### config.mk
export PLATFORM = sky130hd
export DESIGN_NAME = udp_link_phy
export DESIGN_NICKNAME = d
export VERILOG_FILES = /design/src/design/udp_pkg.sv /design/src/design/udp_sync2.sv /design/src/design/udp_clk_div.sv /design/src/design/udp_link_phy.sv
export VERILOG_INCLUDE_DIRS = /design/src /design/src/design
export SDC_FILE = /design/constraint.sdc
export NUM_CORES = 1
export LEC_CHECK = 0
export ABC_AREA = 1
export BUFFER_PORTS_ARGS = -buffer_cell sky130_fd_sc_hd__buf_2
export CAP_MARGIN = 20
export CORE_MARGIN = 3
export CORE_UTILIZATION = 35
export CTS_CLUSTER_DIAMETER = 100
export DETAILED_ROUTE_END_ITERATION = 6
export SYNTH_ARGS = -nofsm -noshare
export SYNTH_HDL_FRONTEND = slang
export SYNTH_SLANG_ARGS = --single-unit
### constraint.sdc
create_clock -name clk_sys_i -period 6 [get_ports clk_sys_i]
set_input_delay 1.2 -clock clk_sys_i [delete_from_list [all_inputs] [get_ports clk_sys_i]]
set_output_delay 1.2 -clock clk_sys_i [all_outputs]
set_load 0.005 [all_outputs]
### src/design/udp_map.svh
// Purpose: constants of the one-wire debug link physical layer
// Assumes: 100 MHz system clock
// Notes:   counts derive from times in their own unit
`ifndef UDP_MAP_SVH
`define UDP_MAP_SVH

// ----------------------------------------------------------------
// timing
// ----------------------------------------------------------------
`define UDP_CLK_PERIOD_NS   10
`define UDP_SYS_MHZ         7'h64
`define UDP_T_WAKE_NS       10000
`define UDP_WAKE_CYC        ((`UDP_T_WAKE_NS + `UDP_CLK_PERIOD_NS - 1) / `UDP_CLK_PERIOD_NS)
`define UDP_T_SYNC_TMO_NS   13500000
`define UDP_SYNC_TMO_CYC    (`UDP_T_SYNC_TMO_NS / `UDP_CLK_PERIOD_NS)

// ----------------------------------------------------------------
// link clock divider select field
// ----------------------------------------------------------------
`define UDP_SEL_16M         2'h1
`define UDP_SEL_8M          2'h2
`define UDP_SEL_4M          2'h3
`define UDP_SEL_DEFAULT     2'h3
`define UDP_MHZ_16          7'h10
`define UDP_MHZ_8           7'h08
`define UDP_MHZ_4           7'h04

// ----------------------------------------------------------------
// framing
// ----------------------------------------------------------------
`define UDP_SYNC_CHAR       8'h55
`define UDP_SYNC_FALLS      3'h4
`define UDP_SYNC_BITS_LOG2  3
`define UDP_FRAME_BITS      4'hc
`define UDP_BREAK_BITS      4'hc
`define UDP_IDX_START       4'h0
`define UDP_IDX_PARITY      4'h9
`define UDP_IDX_STOP1       4'ha
`define UDP_IDX_STOP2       4'hb
`define UDP_MIN_BIT_TICKS   4
`define UDP_DEF_BIT_TICKS   16'h4000

`endif

### src/design/udp_pkg.sv
// Purpose: state types of the one-wire debug link
// Assumes: nothing
// Notes:   encodings left to the tools
package udp_pkg;
  typedef enum logic [1:0] {LK_OFF, LK_WAKE, LK_WAIT_SYNC, LK_ON} udp_link_e;
  typedef enum logic [1:0] {RX_IDLE, RX_SYNC, RX_SYNC_END, RX_DATA} udp_rx_e;
  typedef enum logic       {TX_IDLE, TX_BIT} udp_tx_e;
endpackage

### src/design/udp_sync2.sv
// Purpose: two-flop level synchroniser
// Assumes: input may change at any time
// Notes:   first stage feeds only the second
module udp_sync2 #(
  parameter int unsigned W = 1
) (
  input  wire logic         clk_sys_i,
  input  wire logic         arst_n_i,
  input  wire logic [W-1:0] d_i,
  output logic      [W-1:0] q_o
);
  logic [W-1:0] meta_ff;
  logic [W-1:0] q_ff;

  always_ff @(posedge clk_sys_i or negedge arst_n_i) begin
    if (!arst_n_i) begin
      meta_ff <= '0;
      q_ff    <= '0;
    end else begin
      meta_ff <= d_i;
      q_ff    <= meta_ff;
    end
  end

  assign q_o = q_ff;
endmodule

### src/design/udp_clk_div.sv
// Purpose: fractional divider giving the link tick rate
// Assumes: select is stable while the link runs
// Notes:   phase accumulator, so 16/8/4 MHz need no integer ratio
`include "udp_map.svh"
module udp_clk_div import udp_pkg::*; (
  input  wire logic       clk_sys_i,
  input  wire logic       arst_n_i,
  input  wire logic [1:0] sel_i,
  output logic            tick_o
);
  logic [6:0] acc_ff;
  logic       tick_ff;
  logic [6:0] inc;
  logic [7:0] sum;

  always_comb begin
    case (sel_i)
      `UDP_SEL_16M: inc = `UDP_MHZ_16;
      `UDP_SEL_8M:  inc = `UDP_MHZ_8;
      default:      inc = `UDP_MHZ_4;
    endcase
    sum = {1'b0, acc_ff} + {1'b0, inc};
  end

  // ----------------------------------------------------------------
  // accumulator
  // ----------------------------------------------------------------
  always_ff @(posedge clk_sys_i or negedge arst_n_i) begin
    if (!arst_n_i) begin
      acc_ff  <= 7'h00;
      tick_ff <= 1'b0;
    end else if (sum >= {1'b0, `UDP_SYS_MHZ}) begin
      acc_ff  <= 7'(sum - {1'b0, `UDP_SYS_MHZ});
      tick_ff <= 1'b1;
    end else begin
      acc_ff  <= sum[6:0];
      tick_ff <= 1'b0;
    end
  end

  assign tick_o = tick_ff;
endmodule

### src/design/udp_link_phy.sv
// Purpose: one-wire half-duplex debug link, physical and uart layer
// Assumes: line_i already synchronous; debugger opens every exchange
// Notes:   link rate is a tick from a fractional divider of clk_sys_i
//
// Function
// - frames: low start, eight data, even parity, two high stops
// - wrong parity or low stop bit flags an error
// - parity check skipped while parity_check_disable is set
// - twelve high bit times equal an idle, resting line
// - twelve low bit times reset link logic to default
// - sync character 0x55 measures and sets the bit length
// - acknowledge sent once a store has crossed and gained the bus
// - measured rate serves receive and transmit of next byte
// - no baud register; start-aligned majority vote of mid samples
// - transmit uses exactly the receive bit length
// - link tick and bus side separated by a synchroniser
// - link clock starts at 4 MHz after enable or reset
// - link clock chosen by the divider select field
// - one shared pin, one driver at a time
// - access layer reaches memories and peripherals over the bus
// - system interface requests are served without bus request
// - after an error data, transmit, store and asi requests are ignored until break or link off
// - no sync within 13.5 ms of enable disables the link
`include "udp_map.svh"
module udp_link_phy import udp_pkg::*; #(
  parameter int unsigned CNT_W        = 16,
  parameter int unsigned SYNC_TMO_CYC = `UDP_SYNC_TMO_CYC,
  parameter logic [7:0]  ACK_CHAR     = 8'hac
) (
  input  wire logic             clk_sys_i,
  input  wire logic             arst_n_i,
  input  wire logic             line_i,
  output logic                  line_o,
  output logic                  line_oe_o,
  input  wire logic             parity_check_disable_i,
  input  wire logic [1:0]       link_clock_divider_select_i,
  input  wire logic             link_disable_i,
  input  wire logic             expect_sync_i,
  output logic [7:0]            rx_data_o,
  output logic                  rx_valid_o,
  input  wire logic [7:0]       tx_data_i,
  input  wire logic             tx_valid_i,
  output logic                  tx_ready_o,
  input  wire logic             store_req_i,
  output logic                  bus_req_o,
  input  wire logic             bus_grant_i,
  input  wire logic             asi_req_i,
  output logic                  asi_ack_o,
  output logic                  error_o,
  output logic                  parity_err_o,
  output logic                  frame_err_o,
  output logic                  contention_err_o,
  output logic                  break_o,
  output logic                  link_active_o,
  output logic [CNT_W-1:0]      bit_len_o
);
  localparam int unsigned SW = CNT_W + 3;
  localparam int unsigned BW = CNT_W + 4;

  udp_link_e            link_ff;
  udp_rx_e              rx_ff;
  udp_tx_e              tx_ff;
  logic [1:0]           sel_ff;
  logic                 tick;
  logic                 line_d_ff;
  logic                 grant_s;
  logic [31:0]          tmr_ff;
  logic [CNT_W-1:0]     bit_len_ff;
  logic [SW-1:0]        scnt_ff;
  logic [2:0]           falls_ff;
  logic [CNT_W-1:0]     rcnt_ff;
  logic [3:0]           ridx_ff;
  logic [2:0]           smp_ff;
  logic [7:0]           rsh_ff;
  logic                 rpar_ff;
  logic [BW-1:0]        low_ff;
  logic                 need_sync_ff;
  logic                 sync_done;
  logic                 sync_bad;
  logic                 brk;
  logic                 par_err;
  logic                 frm_err;
  logic                 con_err;
  logic [11:0]          tsh_ff;
  logic [3:0]           tidx_ff;
  logic [CNT_W-1:0]     tcnt_ff;
  logic                 ack_pend_ff;
  logic                 tx_ready_ff;
  logic                 line_o_ff;
  logic                 line_oe_ff;
  logic [7:0]           rx_data_ff;
  logic                 rx_valid_ff;
  logic                 err_ff;
  logic                 perr_ff;
  logic                 ferr_ff;
  logic                 cerr_ff;
  logic                 break_ff;
  logic                 bus_req_ff;
  logic                 asi_ack_ff;
  logic                 link_active_ff;
  logic                 fall;
  logic                 on;
  logic                 bit_vote;
  logic [CNT_W-1:0]     mid;
  logic [SW-1:0]        meas;
  logic                 accept;
  logic                 load_ack;

  function automatic logic maj3(input logic [2:0] s);
    maj3 = (s[0] & s[1]) | (s[0] & s[2]) | (s[1] & s[2]);
  endfunction

  function automatic logic [11:0] frame(input logic [7:0] d);
    frame = {2'b11, ^d, d, 1'b0};
  endfunction

  // ----------------------------------------------------------------
  // clocking and crossing
  // ----------------------------------------------------------------
  // divider select field
  udp_clk_div u_div (
    .clk_sys_i (clk_sys_i),
    .arst_n_i  (arst_n_i),
    .sel_i     (sel_ff),
    .tick_o    (tick)
  );

  udp_sync2 #(.W(1)) u_grant (
    .clk_sys_i (clk_sys_i),
    .arst_n_i  (arst_n_i),
    .d_i       (bus_grant_i),
    .q_o       (grant_s)
  );

  always_ff @(posedge clk_sys_i or negedge arst_n_i) begin
    if (!arst_n_i) begin
      sel_ff <= `UDP_SEL_DEFAULT;
    end else if (link_ff == LK_OFF || link_ff == LK_WAKE) begin
      sel_ff <= `UDP_SEL_DEFAULT;
    end else if (link_clock_divider_select_i != 2'h0) begin
      sel_ff <= link_clock_divider_select_i;
    end
  end

  // own drive is not seen as a debugger edge
  assign fall     = line_d_ff & ~line_i & ~line_oe_ff;
  assign on       = (link_ff == LK_ON);
  assign mid      = bit_len_ff >> 1;
  assign bit_vote = maj3(smp_ff);
  assign meas     = scnt_ff >> `UDP_SYNC_BITS_LOG2;
  assign accept   = tx_valid_i & tx_ready_ff;
  assign load_ack = (tx_ff == TX_IDLE) & ack_pend_ff & ~accept & on & ~err_ff
                    & (rx_ff == RX_IDLE);

  // ----------------------------------------------------------------
  // enable sequence
  // ----------------------------------------------------------------
  always_ff @(posedge clk_sys_i or negedge arst_n_i) begin
    if (!arst_n_i) begin
      link_ff        <= LK_OFF;
      link_active_ff <= 1'b0;
      tmr_ff         <= 32'h0000_0000;
      line_d_ff      <= 1'b1;
    end else begin
      line_d_ff <= line_i;
      tmr_ff    <= tmr_ff + 32'h0000_0001;
      case (link_ff)
        LK_OFF: begin
          tmr_ff <= 32'h0000_0000;
          if (line_d_ff & ~line_i) begin
            link_ff <= LK_WAKE;
          end
        end
        LK_WAKE: begin
          if (tmr_ff == 32'(`UDP_WAKE_CYC - 1)) begin
            link_ff <= LK_WAIT_SYNC;
            tmr_ff  <= 32'h0000_0000;
          end
        end
        LK_WAIT_SYNC: begin
          // sync timeout or bad first sync
          if (sync_done) begin
            link_ff        <= LK_ON;
            link_active_ff <= 1'b1;
          end else if (sync_bad || (rx_ff == RX_IDLE && tmr_ff >= 32'(SYNC_TMO_CYC - 1))) begin
            link_ff <= LK_OFF;
          end
        end
        LK_ON: begin
          if (link_disable_i) begin
            link_ff        <= LK_OFF;
            link_active_ff <= 1'b0;
          end
        end
        default: begin
          link_ff        <= LK_OFF;
          link_active_ff <= 1'b0;
        end
      endcase
    end
  end

  // ----------------------------------------------------------------
  // break detection
  // ----------------------------------------------------------------
  // twelve low bit times
  always_ff @(posedge clk_sys_i or negedge arst_n_i) begin
    if (!arst_n_i) begin
      low_ff <= '0;
    end else if (line_i | line_oe_ff | link_ff == LK_OFF) begin
      low_ff <= '0;
    end else if (tick && low_ff != '1) begin
      // saturates, so one long low gives one break
      low_ff <= low_ff + BW'(1);
    end
  end
  assign brk = (link_ff == LK_WAIT_SYNC || on) && tick &&
               (low_ff == BW'(bit_len_ff) * BW'(`UDP_BREAK_BITS) - BW'(1));

  // ----------------------------------------------------------------
  // receiver
  // ----------------------------------------------------------------
  always_ff @(posedge clk_sys_i or negedge arst_n_i) begin
    if (!arst_n_i) begin
      rx_ff        <= RX_IDLE;
      scnt_ff      <= '0;
      falls_ff     <= 3'h0;
      rcnt_ff      <= '0;
      ridx_ff      <= 4'h0;
      smp_ff       <= 3'h0;
      rsh_ff       <= 8'h00;
      rpar_ff      <= 1'b0;
      bit_len_ff   <= CNT_W'(`UDP_DEF_BIT_TICKS);
      need_sync_ff <= 1'b1;
      rx_data_ff   <= 8'h00;
      rx_valid_ff  <= 1'b0;
    end else begin
      rx_valid_ff <= 1'b0;
      if (link_ff == LK_OFF || link_ff == LK_WAKE || brk) begin
        rx_ff        <= RX_IDLE;
        need_sync_ff <= 1'b1;
      end else begin
        // upper layer says when sync is due
        if (expect_sync_i) begin
          need_sync_ff <= 1'b1;
        end
        case (rx_ff)
          RX_IDLE: begin
            rcnt_ff  <= '0;
            ridx_ff  <= 4'h0;
            scnt_ff  <= '0;
            falls_ff <= 3'h0;
            if (fall && tx_ff == TX_IDLE) begin
              rx_ff <= need_sync_ff ? RX_SYNC : RX_DATA;
            end
          end
          // ticks over eight bits of 0x55
          RX_SYNC: begin
            if (tick && scnt_ff != '1) begin
              scnt_ff <= scnt_ff + SW'(1);
            end
            if (sync_bad) begin
              rx_ff <= RX_IDLE;
            end else if (fall) begin
              falls_ff <= falls_ff + 3'h1;
              if (falls_ff == `UDP_SYNC_FALLS - 3'h1) begin
                bit_len_ff   <= meas[CNT_W-1:0];
                need_sync_ff <= 1'b0;
                rcnt_ff      <= '0;
                rx_ff        <= RX_SYNC_END;
              end
            end
          end
          // skip last low bits of the sync, then wait out one high bit time
          RX_SYNC_END: begin
            if (!line_i) begin
              rcnt_ff <= '0;
            end else if (tick) begin
              rcnt_ff <= rcnt_ff + CNT_W'(1);
              if (rcnt_ff == bit_len_ff - CNT_W'(1)) begin
                rx_ff <= RX_IDLE;
              end
            end
          end
          RX_DATA: begin
            if (tick) begin
              rcnt_ff <= rcnt_ff + CNT_W'(1);
              if (rcnt_ff == mid - CNT_W'(1) || rcnt_ff == mid ||
                  rcnt_ff == mid + CNT_W'(1)) begin
                smp_ff <= {line_i, smp_ff[2:1]};
              end
              if (rcnt_ff == bit_len_ff - CNT_W'(1)) begin
                rcnt_ff <= '0;
                ridx_ff <= ridx_ff + 4'h1;
                if (ridx_ff == `UDP_IDX_START && bit_vote) begin
                  rx_ff <= RX_IDLE;
                end else if (ridx_ff < `UDP_IDX_PARITY) begin
                  rsh_ff <= {bit_vote, rsh_ff[7:1]};
                end else if (ridx_ff == `UDP_IDX_PARITY) begin
                  rpar_ff <= bit_vote;
                end
                if (ridx_ff == `UDP_IDX_STOP1 && !bit_vote) begin
                  rx_ff <= RX_IDLE;
                end
                if (ridx_ff == `UDP_IDX_STOP2) begin
                  rx_ff <= RX_IDLE;
                  if (!err_ff && !par_err && !frm_err) begin
                    rx_data_ff  <= rsh_ff;
                    rx_valid_ff <= 1'b1;
                  end
                end
              end
            end
          end
          default: rx_ff <= RX_IDLE;
        endcase
      end
    end
  end

  // a too short or overrun sync is not a rate
  assign sync_bad  = (rx_ff == RX_SYNC) &&
                     ((fall && falls_ff == `UDP_SYNC_FALLS - 3'h1 &&
                       meas < SW'(`UDP_MIN_BIT_TICKS)) || scnt_ff == '1);
  assign sync_done = (rx_ff == RX_SYNC) && fall && !sync_bad &&
                     (falls_ff == `UDP_SYNC_FALLS - 3'h1);

  assign par_err = (rx_ff == RX_DATA) && tick && (rcnt_ff == bit_len_ff - CNT_W'(1)) &&
                   (ridx_ff == `UDP_IDX_PARITY) && !parity_check_disable_i &&
                   (bit_vote != ^rsh_ff);
  assign frm_err = (rx_ff == RX_DATA) && tick && (rcnt_ff == bit_len_ff - CNT_W'(1)) &&
                   (ridx_ff == `UDP_IDX_STOP1 || ridx_ff == `UDP_IDX_STOP2) && !bit_vote;

  // ----------------------------------------------------------------
  // transmitter
  // ----------------------------------------------------------------
  // transmit only while receiver is idle
  always_ff @(posedge clk_sys_i or negedge arst_n_i) begin
    if (!arst_n_i) begin
      tx_ff       <= TX_IDLE;
      tsh_ff      <= 12'hfff;
      tidx_ff     <= 4'h0;
      tcnt_ff     <= '0;
      tx_ready_ff <= 1'b0;
    end else begin
      tx_ready_ff <= (tx_ff == TX_IDLE) && on && !err_ff && !ack_pend_ff &&
                     (rx_ff == RX_IDLE) && !accept && !brk && !link_disable_i;
      if (brk || con_err || !on) begin
        tx_ff <= TX_IDLE;
      end else begin
        case (tx_ff)
          TX_IDLE: begin
            tidx_ff <= 4'h0;
            tcnt_ff <= '0;
            if (load_ack) begin
              tsh_ff <= frame(ACK_CHAR);
              tx_ff  <= TX_BIT;
            end else if (accept) begin
              tsh_ff <= frame(tx_data_i);
              tx_ff  <= TX_BIT;
            end
          end
          TX_BIT: begin
            if (tick) begin
              tcnt_ff <= tcnt_ff + CNT_W'(1);
              if (tcnt_ff == bit_len_ff - CNT_W'(1)) begin
                tcnt_ff <= '0;
                tsh_ff  <= {1'b1, tsh_ff[11:1]};
                tidx_ff <= tidx_ff + 4'h1;
                if (tidx_ff == `UDP_FRAME_BITS - 4'h1) begin
                  tx_ff <= TX_IDLE;
                end
              end
            end
          end
          default: tx_ff <= TX_IDLE;
        endcase
      end
    end
  end

  // line read back mid-bit catches a second driver
  assign con_err = (tx_ff == TX_BIT) && tick && line_oe_ff &&
                   (tcnt_ff == mid) && (line_i != line_o_ff);

  // drive only in wake pulse or own frame
  always_ff @(posedge clk_sys_i or negedge arst_n_i) begin
    if (!arst_n_i) begin
      line_o_ff  <= 1'b1;
      line_oe_ff <= 1'b0;
    end else begin
      line_oe_ff <= (link_ff == LK_WAKE) || (tx_ff == TX_BIT);
      line_o_ff  <= (link_ff == LK_WAKE) ? 1'b0 : tsh_ff[0];
    end
  end

  // ----------------------------------------------------------------
  // access layer handshakes
  // ----------------------------------------------------------------
  // store asks for the bus
  always_ff @(posedge clk_sys_i or negedge arst_n_i) begin
    if (!arst_n_i) begin
      bus_req_ff  <= 1'b0;
      ack_pend_ff <= 1'b0;
    end else if (brk || !on) begin
      bus_req_ff  <= 1'b0;
      ack_pend_ff <= 1'b0;
    end else begin
      if (load_ack) begin
        ack_pend_ff <= 1'b0;
      end
      if (store_req_i && !err_ff) begin
        bus_req_ff <= 1'b1;
      end else if (bus_req_ff && grant_s) begin
        bus_req_ff  <= 1'b0;
        ack_pend_ff <= 1'b1;
      end
    end
  end

  always_ff @(posedge clk_sys_i or negedge arst_n_i) begin
    if (!arst_n_i) begin
      asi_ack_ff <= 1'b0;
    end else begin
      asi_ack_ff <= asi_req_i && on && !err_ff;
    end
  end

  // ----------------------------------------------------------------
  // error state
  // ----------------------------------------------------------------
  // sticky until break or link off; new error wins
  always_ff @(posedge clk_sys_i or negedge arst_n_i) begin
    if (!arst_n_i) begin
      err_ff   <= 1'b0;
      perr_ff  <= 1'b0;
      ferr_ff  <= 1'b0;
      cerr_ff  <= 1'b0;
      break_ff <= 1'b0;
    end else begin
      break_ff <= brk;
      if (brk || link_ff == LK_OFF) begin
        err_ff  <= 1'b0;
        perr_ff <= 1'b0;
        ferr_ff <= 1'b0;
        cerr_ff <= 1'b0;
      end
      if (par_err) begin
        perr_ff <= 1'b1;
        err_ff  <= 1'b1;
      end
      if (frm_err) begin
        ferr_ff <= 1'b1;
        err_ff  <= 1'b1;
      end
      if (con_err) begin
        cerr_ff <= 1'b1;
        err_ff  <= 1'b1;
      end
    end
  end

  assign line_o           = line_o_ff;
  assign line_oe_o        = line_oe_ff;
  assign rx_data_o        = rx_data_ff;
  assign rx_valid_o       = rx_valid_ff;
  assign tx_ready_o       = tx_ready_ff;
  assign bus_req_o        = bus_req_ff;
  assign asi_ack_o        = asi_ack_ff;
  assign error_o          = err_ff;
  assign parity_err_o     = perr_ff;
  assign frame_err_o      = ferr_ff;
  assign contention_err_o = cerr_ff;
  assign break_o          = break_ff;
  assign link_active_o    = link_active_ff;
  assign bit_len_o        = bit_len_ff;
endmodule

==> impl_metrics.yaml, run 1 <==
status:
  status: "complete, no violations"
detailed_routing:
  first_pass_iters: 7
  postRouteAntennaNets: 0
  top_layer: "met4"
  wl_met1_um: 20500
  totalWireLength_um: 41500
  via_per_inst: 5.15
  drc: 0
  drt_iter0_drc: 1021
  vias: 13189
  wl_met2_um: 17700
  wl_per_cell_um: 16.2
  wl_met3_um: 2520
synth:
  yosys-top-cells-count: "nand2_1 (481), inv_1 (276), dfrtp_1 (173)"
  ys_seq_area_share_pct: 33.6
  syn_area_um2: 14100
  netlist_instances: 1993
  synth_area_leader_cell: "dfrtp_1"
  synth.area.top_cells: "dfrtp_1 (31%), nand2_1 (13%), xor2_1 (7.5%), inv_1 (7.3%), nand3_1 (5.6%)"
  synthArstFlopShare_pct: 100
  ys_seq_elements: 189
  ys_types: 59
  syn_nets: 2072
  synth_edf_count: 0
  syn_area_per_cell_um2: 7.08
  yosys_warnings: 0
  synth_ff_type: "dfrtp_1"
  yosysTopAreaCellShare_pct: 30.7
  synth.most_common_cell: "nand2_1"
power:
  p_clk_share_pct: 32.0
  peakVddDrop_uv: 213
  combPwrFrac_pct: 25.8
  swShare_pct: 37.3
  internal_power_mw: 2.21
  p_seq_share_pct: 42.2
  switching_power_mw: 1.31
  power.leakage_nw: 7.37
  power.density_nw_per_um2: 228
sta:
  slew_viol_final: 0
  relSlewSlack_pct: 33.0
  grt_setup_unrepaired: "false"
  worst_pin_slew_ns: 1.00
  period_minus_slack_ns: 4.33
  fin_crit_sh_pct: 72.2
  max_freq_mhz: 231
  fin_skew_ns: 0.0111
  setup_viol: 0
  setup-tns-final_ns: 0
  hold_ws_ns: 0.358
  hold_violations: 0
run:
  maxCapViolations: 0
floorplan:
  coreArea_um2: 39300
  initial_core_util_pct: 35.9
  fp.dieW_um: 207
  die_area_um2: 42800
  die_y_um: 207
  rows: 72
  pin_count: 56
setup_path:
  endpoint_kind: "flop"
  path_class: "reg2reg"
  cp.arrival_ns: 4.68
  r2r_slack_ns: 1.67
  max_stage_delay_ns: 0.67
  start_kind: "flop"
  path_cells: "ha_1 > inv_1 > fa_1 > nand3_1 > nor2_1 > nand3_1 > nor2_2 > nand2_2 > nor2_2 > nand2_1 > xor2_1 > nand2_2 > nor2_4 > nand2_8 > nand3_4 > a21oi_4 > nand2_1 > nand2_1 > nand2_1"
  crit_slowest_cell: "a21oi_4"
  cp_max_fo: 37
  crit_top_cell: "nand2_1"
  critPathBufInv: 1
  cp.required_ns: 6.35
  cp_top_family: "simple AND/OR/NAND/NOR gates"
global_route:
  grt_pass1_wl_um: 66800
  grt_pass1_vias: 12427
  globalRoute.totalOverflow: 0
  grt_max_degree: 96
  antenna_found_initial: 0
  grt_usage_pct: 19.8
placement:
  globalplace.congestion: 0.992
  dp_hpwl_um: 32200
  port-buffer-count: 55
cts:
  htreeDepth: 4
  cts_tree: "built"
  cts-root-buf: "clkbuf_16"
  cts_resized: 0
  numCtsBuffers: 17
  clk_pin_slew_ns: 0.07
  clock-sinks: 189
  cts_post_setup_buffers_inserted: 0
  hold_buffers: 0
  clk_latency_ns: 0.46
  clockBufferDepth: 2
layout:
  fin_nets: 2109
  drive_gt1_share_pct: 8.71
  area_growth_pct: 9.42
  diodes: 0
min_path:
  worstHoldPathType: "reg2reg"
## flip-flops by register name, summed over array words and instances (netlist names), 3 cells and up
register,count
ridx_ff,4
tmr_ff,32
rcnt_ff,16
u_div.acc_ff,5
rx_data_o,8
bit_len_o,16
scnt_ff,19
falls_ff,3
tsh_ff,10
tidx_ff,4
low_ff,20
smp_ff,3
tcnt_ff,16
rsh_ff,8
## area by class of cell
class	instances	area (um2)
clock buffer	18	429
multi-input combinational	1472	8060
clock inverter	14	135
tap	518	648
sequential	189	4750
timing repair buffer	62	337
inverter	288	1090
fill	4160	23800
## cell families after synthesis
group           count (synthesis)  synth area share, %
compound gates                240                 9.64
xor+xnor                      149                 9.25
fa+ha+maj                      59                 5.34
buf+inv                       332                 9.28
flops                         189                 33.6
simple gates                 1024                 32.8
## power by group through the flow
stage / Combinational, mW / Clock, mW / Sequential [mW]
after global routing: 1.03 / 1.21 / 1.50
after detailed placement: 0.912 / 0 / 1.51
final: 0.909 / 1.12 / 1.49
after floorplan: 0.719 / 0 / 1.45
after CTS: 0.915 / 1.16 / 1.48
after global placement: 0.897 / 0 / 1.51
## path summary, 6_finish.rpt
| path | cells after the start | from | endpoint |
|---|---|---|---|
| min in group asynchronous | 1 | arst_n_i | rx_data_o[5] |
| max reg2reg | 19 | bit_len_o[1] | tidx_ff[3] |
| max | 19 | bit_len_o[1] | tidx_ff[3] |
| min | 0 | u_grant.meta_ff | u_grant.q_o |
| min reg2reg | 0 | u_grant.meta_ff | u_grant.q_o |
| max in group asynchronous | 2 | arst_n_i | tcnt_ff[3] |
## placed cells by master (no fill, tap or decap), types with 5 or more instances in the layout
cell       synthesis  routed
inv_1            276     276
a31oi_1            7       7
or2_2              7       7
dfstp_2           16      16
a21oi_1           56      56
nand3b_1          11      11
o21ai_1           52      52
o21ai_0           76      76
nand2_2           15      15
nand4_1           44      44
a22o_1             6       6
nor3_1            65      64
nor4_1            33      33
nand2_1          481     481
and3_1             5       5
xor2_1           121     121
nor2_1           165     165
xnor2_1           28      28
inv_2              6       6
buf_4              6       7
nor2_2             7       7
o31ai_1            8       8
nand3_1          158     158
ha_1              57      57
dfrtp_1          173     173
o22ai_1            8       8
nor2_4             5       5
clkbuf_16          0      17
nand3_2            5       5
o21ai_2           10      10
buf_2              4      54
nor3b_1           12      12
## per-layer routing
metal,up-vias,track usage [%]
li1,6533,-
met1,6233,29.3
met2,373,29.9
met3,50,3.17
met4,0,5.37
met5,-,0
## per-stage QoR
step / area (um2) / setup slack, ns / util [%] / power [mW] / instances
finish: 15400 / 1.67 / 39.3 / 3.52 / 2561
global route: 15400 / 1.26 / 39.3 / 3.74 / 2561
CTS: 15400 / 1.70 / 39.3 / 3.56 / 2561
detailed placement: 14900 / 1.71 / 37.9 / 2.42 / 2529
global placement: 14900 / 1.82 / 37.9 / 2.40 / 2529
floorplan: 14100 / 2.66 / - / 2.17 / 1993
No activity file was read; power rests on OpenSTA's default activity.
==> inputs of run 2 (changes only) <==
- clock period: 6 -> 3.7 ns (I/O delays scaled with it)
==> run 2 against run 1 <==
  * Setup slack got worse by 1.5 ns
  * Non-clock buffer count increased by 49
  * Sequential cell count unchanged
  * Combinational power increased by 94%
  * Cell count increased by 1.9%
==> impl_metrics.yaml, run 2 (synthesis results as in run 1) <==
status:
  status: "complete, no violations"
min_path:
  worstHoldPathType: "in2async"
layout:
  reg_top3: "tmr_ff (32), low_ff (20), scnt_ff (19)"
  area_growth_pct: 14.0
  stdcell_area_um2: 16100
  drive_gt1_share_pct: 11.8
  fin_nets: 2158
  final_common_cell: "nand2_1"
  final_cell_mix: "nand2_1 (480), inv_1 (275), dfrtp_1 (173), nor2_1 (159), nand3_1 (154)"
  diodes: 0
  regMostFlops: "tmr_ff"
  fin_cells: 2610
  largest_reg_flops: 32
power:
  p_seq_share_pct: 39.1
  switching_power_mw: 2.18
  combPwrFrac_pct: 29.1
  peakVddDrop_uv: 410
  power.density_nw_per_um2: 375
  p_clk_share_pct: 31.8
  internal_power_mw: 3.86
  power.leakage_nw: 7.70
  swShare_pct: 36.2
  power.total_mw: 6.04
cts:
  numCtsBuffers: 17
  clockBufferDepth: 2
  cts-root-buf: "clkbuf_16"
  clk_latency_ns: 0.44
  htreeDepth: 4
  clock-sinks: 189
  cts_tree: "built"
  clk_pin_slew_ns: 0.07
detailed_routing:
  wl_per_cell_um: 16.5
  postRouteAntennaNets: 0
  drt_iter0_drc: 1205
  totalWireLength_um: 43000
  via_per_inst: 5.16
  vias: 13466
  drc: 0
  first_pass_iters: 6
setup_path:
  r2r_cells: 22
  timing.rr.start: "bit_len_o[1]"
  r2r_slack_ns: 0.19
  endpoint_kind: "flop"
  cp_max_fo: 7
  path_class: "reg2reg"
  reg2reg_to: "tidx_ff[1]"
  cp.arrival_ns: 3.84
  cp.required_ns: 4.02
  start_kind: "flop"
sta:
  worst_pin_slew_ns: 0.830
  hold_ws_ns: 0.345
  grt_setup_unrepaired: "true"
  hold_violations: 0
  period_minus_slack_ns: 3.51
  fin_skew_ns: 0.0146
  relSlewSlack_pct: 44.6
  setup_ws_ns: 0.189
  fin_crit_sh_pct: 94.9
  max_freq_mhz: 285
  setup_viol: 0
  slew_viol_final: 0
global_route:
  grt_max_degree: 76
  grt_pass1_vias: 12599
  antenna_found_initial: 0
  grt_usage_pct: 20.3
  grt_pass1_wl_um: 69000
  globalRoute.totalOverflow: 0
placement:
  place_area_um2: 15200
  numPlacedInstances: 2572
  dpl_worst_slack_ns: 0.0174
  port-buffer-count: 55
  dp_hpwl_um: 33200
  globalplace.congestion: 0.981
floorplan:
  fp.dieW_um: 207
  initial_core_util_pct: 35.9
  pin_count: 56
  die_area_um2: 42800
  die_y_um: 207
  coreArea_um2: 39300
  rows: 72
run:
  maxCapViolations: 0
## run 2: area by class of cell
cell class,instances,area [um2]
clock buffers,20,467
clock inverters,12,136
fillers,4147,23200
inverters,288,1100
multi-input cells,1472,8190
flip-flops and latches,189,4750
well taps,518,648
repair buffers,111,793
## run 2: timing repair
item | 4_1_cts | 5_1_grt
hold buffers | 0 | 0
pin swaps | 0 | 1
resized for setup | 1 | 39
buffers inserted | 0 | 4
cloned | 0 | 2
endpoints found under the setup margin | 1 | 112
## run 2: how the worst max path moves through the flow
stage                      start          end  slack [ns]
global placement    bit_len_o[0]   ridx_ff[0]        0.06
finish              bit_len_o[1]   tidx_ff[1]        0.19
detailed placement  bit_len_o[0]   ridx_ff[1]        0.02
floorplan           bit_len_o[1]  rcnt_ff[13]        0.36
CTS                 bit_len_o[0]   ridx_ff[2]        0.04
global route        bit_len_o[6]   tidx_ff[1]       -0.04
## run 2: routing by layer
metal	global-route usage, %	wire (um)
met1	29.9	20900
met2	31.6	18900
met3	3.01	2420
met4	4.91	876
met5	0	0
## run 2: per-stage QoR
| step | setup TNS [ns] | util (%) |
|---|---|---|
| 2_1_floorplan | 0 | - |
| 3_3_place_gp | 0 | 38.8 |
| 3_5_place_dp | 0 | 38.8 |
| 4_1_cts | 0 | 40.3 |
| 5_1_grt | -0.407 | 40.9 |
| 6_report | 0 | 40.9 |
## run 2: worst max-delay path, stage by stage (launching register included)
cell	delay (ns)
dfrtp_1	0.39
ha_2	0.21
inv_1	0.06
fa_2	0.58
nand2_1	0.11
nor2_4	0.17
nand3_2	0.14
nor2_4	0.15
nand2_1	0.08
nor2_2	0.13
nand3_1	0.09
nand3_1	0.08
nand2_1	0.06
nor2_2	0.13
nand3_1	0.14
nor2_4	0.16
nand2_8	0.11
nand3_4	0.11
a21oi_4	0.05
buf_12	0.15
buf_4	0.14
nand3b_1	0.09
nand2_1	0.06
## run 2: power by group through the flow
stage | Sequential (mW) | Clock (mW) | Combinational, mW
after floorplan | 2.35 | 0 | 1.17
after global placement | 2.39 | 0 | 1.59
after detailed placement | 2.39 | 0 | 1.62
after CTS | 2.36 | 1.96 | 1.63
after global routing | 2.38 | 2.05 | 1.97
final | 2.36 | 1.92 | 1.76
